## config.mk

```make
export PLATFORM = sky130hd
export DESIGN_NAME = video_timing
export DESIGN_NICKNAME = d
export VERILOG_FILES = /design/src/rtl/fixed_pulse.v /design/src/rtl/raster_counter.v /design/src/rtl/video_timing.v
export VERILOG_INCLUDE_DIRS = /design/src /design/src/rtl
export SDC_FILE = /design/constraint.sdc
export NUM_CORES = 1
export LEC_CHECK = 0
export ABC_CLOCK_PERIOD_IN_PS = 2700
export BUFFER_PORTS_ARGS = -buffer_cell sky130_fd_sc_hd__buf_2
export CORE_UTILIZATION = 30
export CTS_BUF_LIST = sky130_fd_sc_hd__clkbuf_4
export DETAILED_ROUTE_END_ITERATION = 10
export GPL_TIMING_DRIVEN = 0
export PLACE_DENSITY = 0.59
export SLEW_MARGIN = 40
export SYNTH_ARGS = -nofsm -noshare
export SYNTH_HDL_FRONTEND = slang
export SYNTH_SLANG_ARGS = --single-unit
```

## constraint.sdc

```tcl
create_clock -name pclk -period 2.7 [get_ports pclk]
set_input_delay 0.27 -clock pclk [delete_from_list [all_inputs] [get_ports pclk]]
set_output_delay 0.27 -clock pclk [all_outputs]
set_load 0.005 [all_outputs]
```

## src/rtl/video_timing_consts.vh

```
/*
 * Constants for the raster timing block: register byte offsets, field
 * positions and write masks, reset values and the fixed retrace width.
 * Assumes a 32-bit APB register bus and one pixel-rate clock.
 */
`ifndef VIDEO_TIMING_CONSTS_VH
`define VIDEO_TIMING_CONSTS_VH

// ----------------------------------------------------------------------
// register byte offsets
// ----------------------------------------------------------------------
`define OFS_LINE_TOTAL_DISPLAY_LIMITS 12'h15c
`define OFS_LINE_SYNC_EDGES 12'h160
`define OFS_FRAME_LINE_LIMITS 12'h164
`define OFS_FRAME_RETRACE_EDGES 12'h168
`define OFS_LINE_RETRACE_START 12'h16c
`define OFS_RASTER_STATUS 12'h180

// ----------------------------------------------------------------------
// field positions (bit 0 is the least significant bit of the word)
// ----------------------------------------------------------------------
`define POS_HIGH_FIELD 5'h10
`define POS_LOW_FIELD 5'h00
`define POS_STATUS_FLAGS 5'h1c

// ----------------------------------------------------------------------
// writable bits per register; all other bits are reserved
// ----------------------------------------------------------------------
`define MASK_PIXEL_PAIR 32'h07ff07ff
`define MASK_LINE_PAIR 32'h03ff03ff
`define MASK_PIXEL_LOW 32'h000007ff

// ----------------------------------------------------------------------
// reset values and timing
// ----------------------------------------------------------------------
`define RESET_WORD 32'h00000000
`define LINE_RETRACE_CYCLES 16

`endif

```

## src/rtl/fixed_pulse.v

```verilog
/*
 * Fixed-width pulse generator: a trigger starts a pulse of WIDTH clocks.
 * Triggers during a pulse are ignored so the width never changes.
 * Assumes WIDTH is at least one.
 */
`default_nettype none

module fixed_pulse #(
   parameter WIDTH = 16
) (
   input wire pclk,
   input wire presetn,
   input wire trigger,
   output reg pulse_q
);

   localparam CW = 6;
   localparam integer LAST_I = WIDTH - 1;
   // last count of the pulse, cut to the counter width on purpose
   localparam [CW-1:0] LAST = LAST_I[CW-1:0];

   reg [CW-1:0] cnt_q;

   // ----------------------------------------------------------------
   // pulse timer
   // ----------------------------------------------------------------
   // count up while active, drop after exactly WIDTH clocks
   always @(posedge pclk or negedge presetn) begin
      if (!presetn) begin
         pulse_q <= 1'b0;
         cnt_q <= {CW{1'b0}};
      end else if (pulse_q) begin
         if (cnt_q == LAST) begin
            pulse_q <= 1'b0;
            cnt_q <= {CW{1'b0}};
         end else begin
            cnt_q <= cnt_q + {{(CW-1){1'b0}}, 1'b1};
         end
      end else if (trigger) begin
         pulse_q <= 1'b1;
         cnt_q <= {CW{1'b0}};
      end
   end

endmodule

`default_nettype wire

```

## src/rtl/raster_counter.v

```verilog
/*
 * Pixel and line counters for the raster. Pixel count runs from zero
 * and wraps at the line total; each wrap advances the line count, which
 * wraps at the field total. Assumes totals are stable during a line.
 */
`default_nettype none

module raster_counter #(
   parameter HW = 11,
   parameter VW = 10
) (
   input wire pclk,
   input wire presetn,
   input wire [HW-1:0] h_total,
   input wire [VW-1:0] v_total,
   output reg [HW-1:0] pix_q,
   output reg [VW-1:0] line_q
);

   wire pix_wrap;
   wire line_wrap;

   // a total of zero or one keeps the counter at zero
   assign pix_wrap = ({1'b0, pix_q} + {{HW{1'b0}}, 1'b1}) >= {1'b0, h_total};
   assign line_wrap = ({1'b0, line_q} + {{VW{1'b0}}, 1'b1}) >= {1'b0, v_total};

   // ----------------------------------------------------------------
   // counters
   // ----------------------------------------------------------------
   // pixel count every clock, line count on each pixel wrap
   always @(posedge pclk or negedge presetn) begin
      if (!presetn) begin
         pix_q <= {HW{1'b0}};
         line_q <= {VW{1'b0}};
      end else if (pix_wrap) begin
         pix_q <= {HW{1'b0}};
         line_q <= line_wrap ? {VW{1'b0}} : line_q + {{(VW-1){1'b0}}, 1'b1};
      end else begin
         pix_q <= pix_q + {{(HW-1){1'b0}}, 1'b1};
      end
   end

endmodule

`default_nettype wire

```

## src/rtl/video_timing.v

```verilog
/*
 * Raster timing block: APB register file with line and frame timing
 * registers, pixel/line counters, line sync, frame retrace, fixed-width
 * line retrace pulse and display enable.
 * Assumes pclk is the pixel clock and an APB master drives the bus.
 */
// The implementer's own choice: the APB register port.
`default_nettype none
`include "video_timing_consts.vh"

// Overview of operation
// - line sync goes active when pixel count equals sync start field.
// - line sync goes inactive when pixel count equals sync end field.
// - field line total comes from the 10-bit total in frame limits.
// - frame retrace begins when line count equals retrace begin field.
// - frame retrace ends when line count equals retrace finish field.
// - line retrace pulse starts at pixel equal to retrace start field.
// - line retrace pulse always lasts exactly sixteen pixel clocks.
// - line pixel total comes from an 11-bit software field.
// - only pixels below the line display end field are displayed.
module video_timing #(
   parameter AW = 12,
   parameter HW = 11,
   parameter VW = 10,
   parameter RETRACE_CYCLES = `LINE_RETRACE_CYCLES
) (
   input wire pclk,
   input wire presetn,
   input wire psel,
   input wire penable,
   input wire pwrite,
   input wire [AW-1:0] paddr,
   input wire [31:0] pwdata,
   output reg [31:0] prdata,
   output reg pready,
   output reg pslverr,
   output reg line_sync,
   output reg frame_retrace,
   output wire line_retrace,
   output reg display_enable
);

   // ----------------------------------------------------------------
   // helper functions
   // ----------------------------------------------------------------
   // pixel field of a register word
   function [HW-1:0] pix_field;
      input [31:0] word;
      input [4:0] lsb;
      begin
         pix_field = word[lsb +: HW];
      end
   endfunction

   // line field of a register word
   function [VW-1:0] line_field;
      input [31:0] word;
      input [4:0] lsb;
      begin
         line_field = word[lsb +: VW];
      end
   endfunction

   // address decode: true for any mapped offset
   function is_mapped;
      input [AW-1:0] a;
      begin
         case (a)
            `OFS_LINE_TOTAL_DISPLAY_LIMITS,
            `OFS_LINE_SYNC_EDGES,
            `OFS_FRAME_LINE_LIMITS,
            `OFS_FRAME_RETRACE_EDGES,
            `OFS_LINE_RETRACE_START,
            `OFS_RASTER_STATUS: is_mapped = 1'b1;
            default: is_mapped = 1'b0;
         endcase
      end
   endfunction

   // ----------------------------------------------------------------
   // declarations
   // ----------------------------------------------------------------
   reg [31:0] line_total_display_limits_q;
   reg [31:0] line_sync_edges_q;
   reg [31:0] frame_line_limits_q;
   reg [31:0] frame_retrace_edges_q;
   reg [31:0] line_retrace_start_q;
   reg [31:0] rdata_d;
   reg line_sync_d;
   reg frame_retrace_d;

   wire setup_phase;
   wire access_done;
   wire wr_hit;
   wire [HW-1:0] pix;
   wire [VW-1:0] line;
   wire [HW-1:0] h_total;
   wire [HW-1:0] h_display_end;
   wire [HW-1:0] sync_start;
   wire [HW-1:0] sync_end;
   wire [VW-1:0] v_total;
   wire [VW-1:0] frame_display_end;
   wire [VW-1:0] frame_retrace_begin;
   wire [VW-1:0] frame_retrace_finish;
   wire [HW-1:0] retrace_start;
   wire [31:0] status_word;

   // ----------------------------------------------------------------
   // apb handshake
   // ----------------------------------------------------------------
   assign setup_phase = psel & ~penable;
   assign access_done = psel & penable & pready;
   assign wr_hit = access_done & pwrite;

   // ready rises for the first access cycle: no wait states, but from a flop
   always @(posedge pclk or negedge presetn) begin
      if (!presetn) begin
         pready <= 1'b0;
         pslverr <= 1'b0;
         prdata <= `RESET_WORD;
      end else begin
         pready <= setup_phase;
         if (setup_phase) begin
            pslverr <= ~is_mapped(paddr);
            prdata <= pwrite ? `RESET_WORD : rdata_d;
         end else if (access_done) begin
            pslverr <= 1'b0;
            prdata <= `RESET_WORD;
         end
      end
   end

   // ----------------------------------------------------------------
   // register file
   // ----------------------------------------------------------------
   // writes keep only field bits, so reserved bits stay zero
   always @(posedge pclk or negedge presetn) begin
      if (!presetn) begin
         line_total_display_limits_q <= `RESET_WORD;
         line_sync_edges_q <= `RESET_WORD;
         frame_line_limits_q <= `RESET_WORD;
         frame_retrace_edges_q <= `RESET_WORD;
         line_retrace_start_q <= `RESET_WORD;
      end else if (wr_hit) begin
         case (paddr)
            `OFS_LINE_TOTAL_DISPLAY_LIMITS:
               line_total_display_limits_q <= pwdata & `MASK_PIXEL_PAIR;
            `OFS_LINE_SYNC_EDGES:
               line_sync_edges_q <= pwdata & `MASK_PIXEL_PAIR;
            `OFS_FRAME_LINE_LIMITS:
               frame_line_limits_q <= pwdata & `MASK_LINE_PAIR;
            `OFS_FRAME_RETRACE_EDGES:
               frame_retrace_edges_q <= pwdata & `MASK_LINE_PAIR;
            `OFS_LINE_RETRACE_START:
               line_retrace_start_q <= pwdata & `MASK_PIXEL_LOW;
            default: begin
            end
         endcase
      end
   end

   // live raster state: pixel low, line high, flags at the top
   assign status_word = {line_sync, frame_retrace, line_retrace, display_enable,
                         {(12 - VW){1'b0}}, line, {(16 - HW){1'b0}}, pix};

   // read mux; unmapped offsets read zero
   always @* begin
      case (paddr)
         `OFS_LINE_TOTAL_DISPLAY_LIMITS: rdata_d = line_total_display_limits_q;
         `OFS_LINE_SYNC_EDGES: rdata_d = line_sync_edges_q;
         `OFS_FRAME_LINE_LIMITS: rdata_d = frame_line_limits_q;
         `OFS_FRAME_RETRACE_EDGES: rdata_d = frame_retrace_edges_q;
         `OFS_LINE_RETRACE_START: rdata_d = line_retrace_start_q;
         `OFS_RASTER_STATUS: rdata_d = status_word;
         default: rdata_d = `RESET_WORD;
      endcase
   end

   // ----------------------------------------------------------------
   // field extraction
   // ----------------------------------------------------------------
   assign h_total = pix_field(line_total_display_limits_q, `POS_HIGH_FIELD);
   assign h_display_end = pix_field(line_total_display_limits_q, `POS_LOW_FIELD);
   assign sync_start = pix_field(line_sync_edges_q, `POS_HIGH_FIELD);
   assign sync_end = pix_field(line_sync_edges_q, `POS_LOW_FIELD);
   assign v_total = line_field(frame_line_limits_q, `POS_HIGH_FIELD);
   assign frame_display_end = line_field(frame_line_limits_q, `POS_LOW_FIELD);
   assign frame_retrace_begin = line_field(frame_retrace_edges_q, `POS_HIGH_FIELD);
   assign frame_retrace_finish = line_field(frame_retrace_edges_q, `POS_LOW_FIELD);
   assign retrace_start = pix_field(line_retrace_start_q, `POS_LOW_FIELD);

   // ----------------------------------------------------------------
   // raster counters
   // ----------------------------------------------------------------
   raster_counter #(
      .HW(HW),
      .VW(VW)
   ) u_counter (
      .pclk(pclk),
      .presetn(presetn),
      .h_total(h_total),
      .v_total(v_total),
      .pix_q(pix),
      .line_q(line)
   );

   // ----------------------------------------------------------------
   // sync and retrace edges
   // ----------------------------------------------------------------
   // end match wins when start and end are equal: output stays inactive
   always @* begin
      line_sync_d = line_sync;
      if (pix == sync_end) begin
         line_sync_d = 1'b0;
      end else if (pix == sync_start) begin
         line_sync_d = 1'b1;
      end
      frame_retrace_d = frame_retrace;
      if (line == frame_retrace_finish) begin
         frame_retrace_d = 1'b0;
      end else if (line == frame_retrace_begin) begin
         frame_retrace_d = 1'b1;
      end
   end

   // outputs registered one clock after the counter match
   always @(posedge pclk or negedge presetn) begin
      if (!presetn) begin
         line_sync <= 1'b0;
         frame_retrace <= 1'b0;
         display_enable <= 1'b0;
      end else begin
         line_sync <= line_sync_d;
         frame_retrace <= frame_retrace_d;
         display_enable <= (pix < h_display_end) & (line < frame_display_end);
      end
   end

   // ----------------------------------------------------------------
   // fixed-width line retrace
   // ----------------------------------------------------------------
   fixed_pulse #(
      .WIDTH(RETRACE_CYCLES)
   ) u_retrace (
      .pclk(pclk),
      .presetn(presetn),
      .trigger(pix == retrace_start),
      .pulse_q(line_retrace)
   );

endmodule

`default_nettype wire

```

==> out/metrics.cfg <==
[logic_synthesis]
synth.most_common_cell = dfrtp_1
synth_top_cell_by_area = dfrtp_1
ys_top_cells_by_count = dfrtp_1 (154), nand2_1 (73), o21ai_0 (63), mux2_2 (55), xor2_1 (54)
synth_top_area_share_pct = 44.5
synth_warnings = 0
synth_ff_type = dfrtp_1
ys_types = 60
synth-edff-count = 0
yosysSeqAreaShare_pct = 44.5
yosys-top-cells-area = dfrtp_1 (44%), mux2_2 (7.1%), ha_1 (6.2%)
synth_seq_cells = 154
synth-async-reset-ratio_pct = 100
syn-cell-area_sq_mm = 0.00866
postSynthAreaPerCell_sq_um = 10.9
syn_inst = 796

[timing]
worst_pin_slew_ps = 734
tns_ps = -655
hold_viol = 0
fin_crit_sh_pct = 104
finClkSkew_ps = 24.2
whs_ps = 52.6
rsz0062_at_grt = yes
final.min_clock_period_ps = 2800
fmax_mhz = 358
relSlewSlack_pct = 51.1
drv_slew = 0
fin_ws_ps = -95.1
finalSetupViolCount = 15

[routing]
num_vias = 6865
first_pass_iters = 6
drt_wl_total_mm = 26.0
vias_per_cell = 5.13
drc = 0
ant_nets = 0
wl_per_cell_um = 19.4
drt_iter0_drc = 591

[worst_setup_path]
critPathKind = flip-flop to flip-flop
max_stage_delay_ps = 440
r2r_cells = 12
worstReg2RegStart = u_counter.pix_q[1]$_DFF_PN0_
required_ps = 3160
reg2reg_to = u_counter.line_q[8]$_DFFE_PN0P_
critical_path.cell_chain = clkbuf_8 -> and4_4 -> nand4_1 -> xnor2_2 -> ha_1 -> nand3_2 -> nor4_4 -> o31ai_2 -> o2111a_2 -> buf_8 -> and2_0 -> a31o_2
cpMaxStageDelayCell = dfrtp_1
worstPathMaxFanout = 6
cp-start-kind = flip-flop
cp-end-kind = flip-flop
cp.arrival_ps = 3250
regToRegSetupSlack_ps = -100

[run_status]
failed_checks = setup timing
status = finished, violations left

[global_routing]
grtUsageTotal_pct = 18.3
grt_pass1_vias = 6949
grt_max_degree = 73
grt_pass1_wl_mm = 40.1
grt_antenna_before_repair = 1
overflow = 0

[clock_network]
cts_tree = done
clkTransAtPathRegs_ps = 130
cts_max_path_buffers = 2
htreeDepth = 4
cts.sinks = 154
cts_buffers = 17
clk_latency_ps = 570
root_buffer = clkbuf_4

[floorplanning]
die_height_um = 172
initial_utilization_pct = 30.8
rows = 61
die_area_sq_mm = 0.0296
die_w_um = 172
core_sq_mm = 0.0281
pin_count = 87

[worst_hold_path]
hp-start = pwdata[6]
min_path_cells = 2
hold_class = primary input to flip-flop
holdPathEnd = line_retrace_start_q[6]$_DFFE_PN0P_

[place]
dp_slack_ps = -997
placed_area_sq_mm = 0.00957
portBuffers = 68
gp_congestion = 0.863
hpwl_mm = 19.1

[cells_and_area]
syn2layout_area_growth_pct = 23.1
design_area_sq_mm = 0.0107
nets = 1038
drive_above_1_share_pct = 32.4

[power]
powerDensity_mw_per_mm2 = 369
peakVddDrop_v = 0.000197
leakage_nw = 5.30

[job]
drv_cap = 0

state kept, by name (all words and copies together), names as in the netlist:
register	count
prdata	26
line_sync_edges_q	22
line_total_display_limits_q	22
frame_line_limits_q	20
frame_retrace_edges_q	20
line_retrace_start_q	11
u_counter.pix_q	11
u_counter.line_q	10
u_retrace.cnt_q	6
display_enable	1
frame_retrace	1
line_sync	1
pready	1
pslverr	1
u_retrace.pulse_q	1
cell usage in the layout (no fill, tap or decap), types with 6 or more instances in the layout:
master,n
nor4_1,10
a22o_1,6
buf_6,7
nor2b_1,7
dlygate4sd3_1,22
conb_1,6
buf_4,41
inv_1,45
xor2_1,53
o21ai_0,62
nand4_1,6
mux4_2,10
nor2_1,19
a21oi_1,20
mux2_2,55
clkbuf_4,23
mux2i_1,11
xnor2_1,14
buf_2,75
and2_1,9
a222oi_1,17
clkbuf_1,15
nand2_1,69
mux2_4,20
ha_1,42
dfrtp_1,153
nand3_1,11
clkbuf_8,13
power breakdown:
group,switching [mW],internal (mW),leakage (nW)
Clock,0.837,0.573,0.149
Sequential,0.00223,2.31,2.03
Combinational,0.132,0.0822,3.12
Total,0.971,2.96,5.30
worst max-delay path, delay by kind of cell (launching register included):
kind | cells | cell delay [ps]
xor+xnor | 1 | 220
compound gates | 3 | 560
simple gates | 5 | 830
fa+ha+maj | 1 | 340
flops | 1 | 440
buf+inv | 2 | 320
logic make-up after synthesis:
group	after synthesis	synth area share [%]
AO/OA/AOI/OAI	150	11.3
XOR/XNOR	71	7.18
adder cells (fa/ha/maj)	43	6.21
buffers and inverters	105	5.83
flip-flops	154	44.5
multiplexers	96	14.5
other	1	0.0433
AND/OR/NAND/NOR	176	10.5
worst max path at each step:
| stage | cells past startpoint | endpoint | startpoint | slack [ps] |
|---|---|---|---|---|
| floorplan | 12 | u_counter.line_q[4]$_DFFE_PN0P_ | u_counter.pix_q[1]$_DFF_PN0_ | 3 |
| global placement | 1 | prdata[22]$_DFFE_PN0P_ | presetn | -1120 |
| detailed placement | 12 | u_counter.line_q[3]$_DFFE_PN0P_ | u_counter.pix_q[5]$_DFF_PN0_ | -1000 |
| CTS | 12 | u_counter.line_q[8]$_DFFE_PN0P_ | u_counter.pix_q[3]$_DFF_PN0_ | -20 |
| global route | 12 | u_counter.line_q[6]$_DFFE_PN0P_ | u_counter.pix_q[1]$_DFF_PN0_ | -230 |
| finish | 12 | u_counter.line_q[8]$_DFFE_PN0P_ | u_counter.pix_q[1]$_DFF_PN0_ | -100 |
per-layer routing:
layer / global-route usage [%] / up-vias / routed length [um]
met5: 0 / - / 0
met4: 6.04 / 0 / 646
met3: 3.36 / 47 / 1600
met2: 29.9 / 281 / 12200
met1: 24.2 / 3409 / 11500
li1: - / 3128 / -
stage by stage:
step,cells,util [%],power [mW]
after CTS,1331,37.4,3.97
after detailed placement,1249,34.1,2.55
after global placement,1247,33.8,2.53
after floorplan,801,-,2.41
final,1338,38.0,3.94
after global routing,1338,38.0,4.09
what timing repair did:
| action | 4_1_cts | 5_1_grt |
|---|---|---|
| pin swaps | 11 | 9 |
| hold buffers | 22 | 0 |
| endpoints found under the hold margin | 136 | 0 |
| resized for setup | 61 | 27 |
| setup endpoints to repair | 21 | 20 |
| buffers inserted | 28 | 5 |
| gates cloned | 1 | 1 |
area by class of cell:
| cell class | instances | area, sq um |
|---|---|---|
| Buffer | 59 | 475 |
| Fill cell | 2771 | 17400 |
| Tap cell | 378 | 473 |
| Sequential cell | 154 | 3850 |
| Inverter | 45 | 169 |
| Antenna cell | 1 | 2.50 |
| Timing Repair Buffer | 127 | 906 |
| Clock buffer | 21 | 158 |
| Clock inverter | 11 | 104 |
| Multi-Input combinational cell | 542 | 4520 |
(Power assumes the default switching activity.)
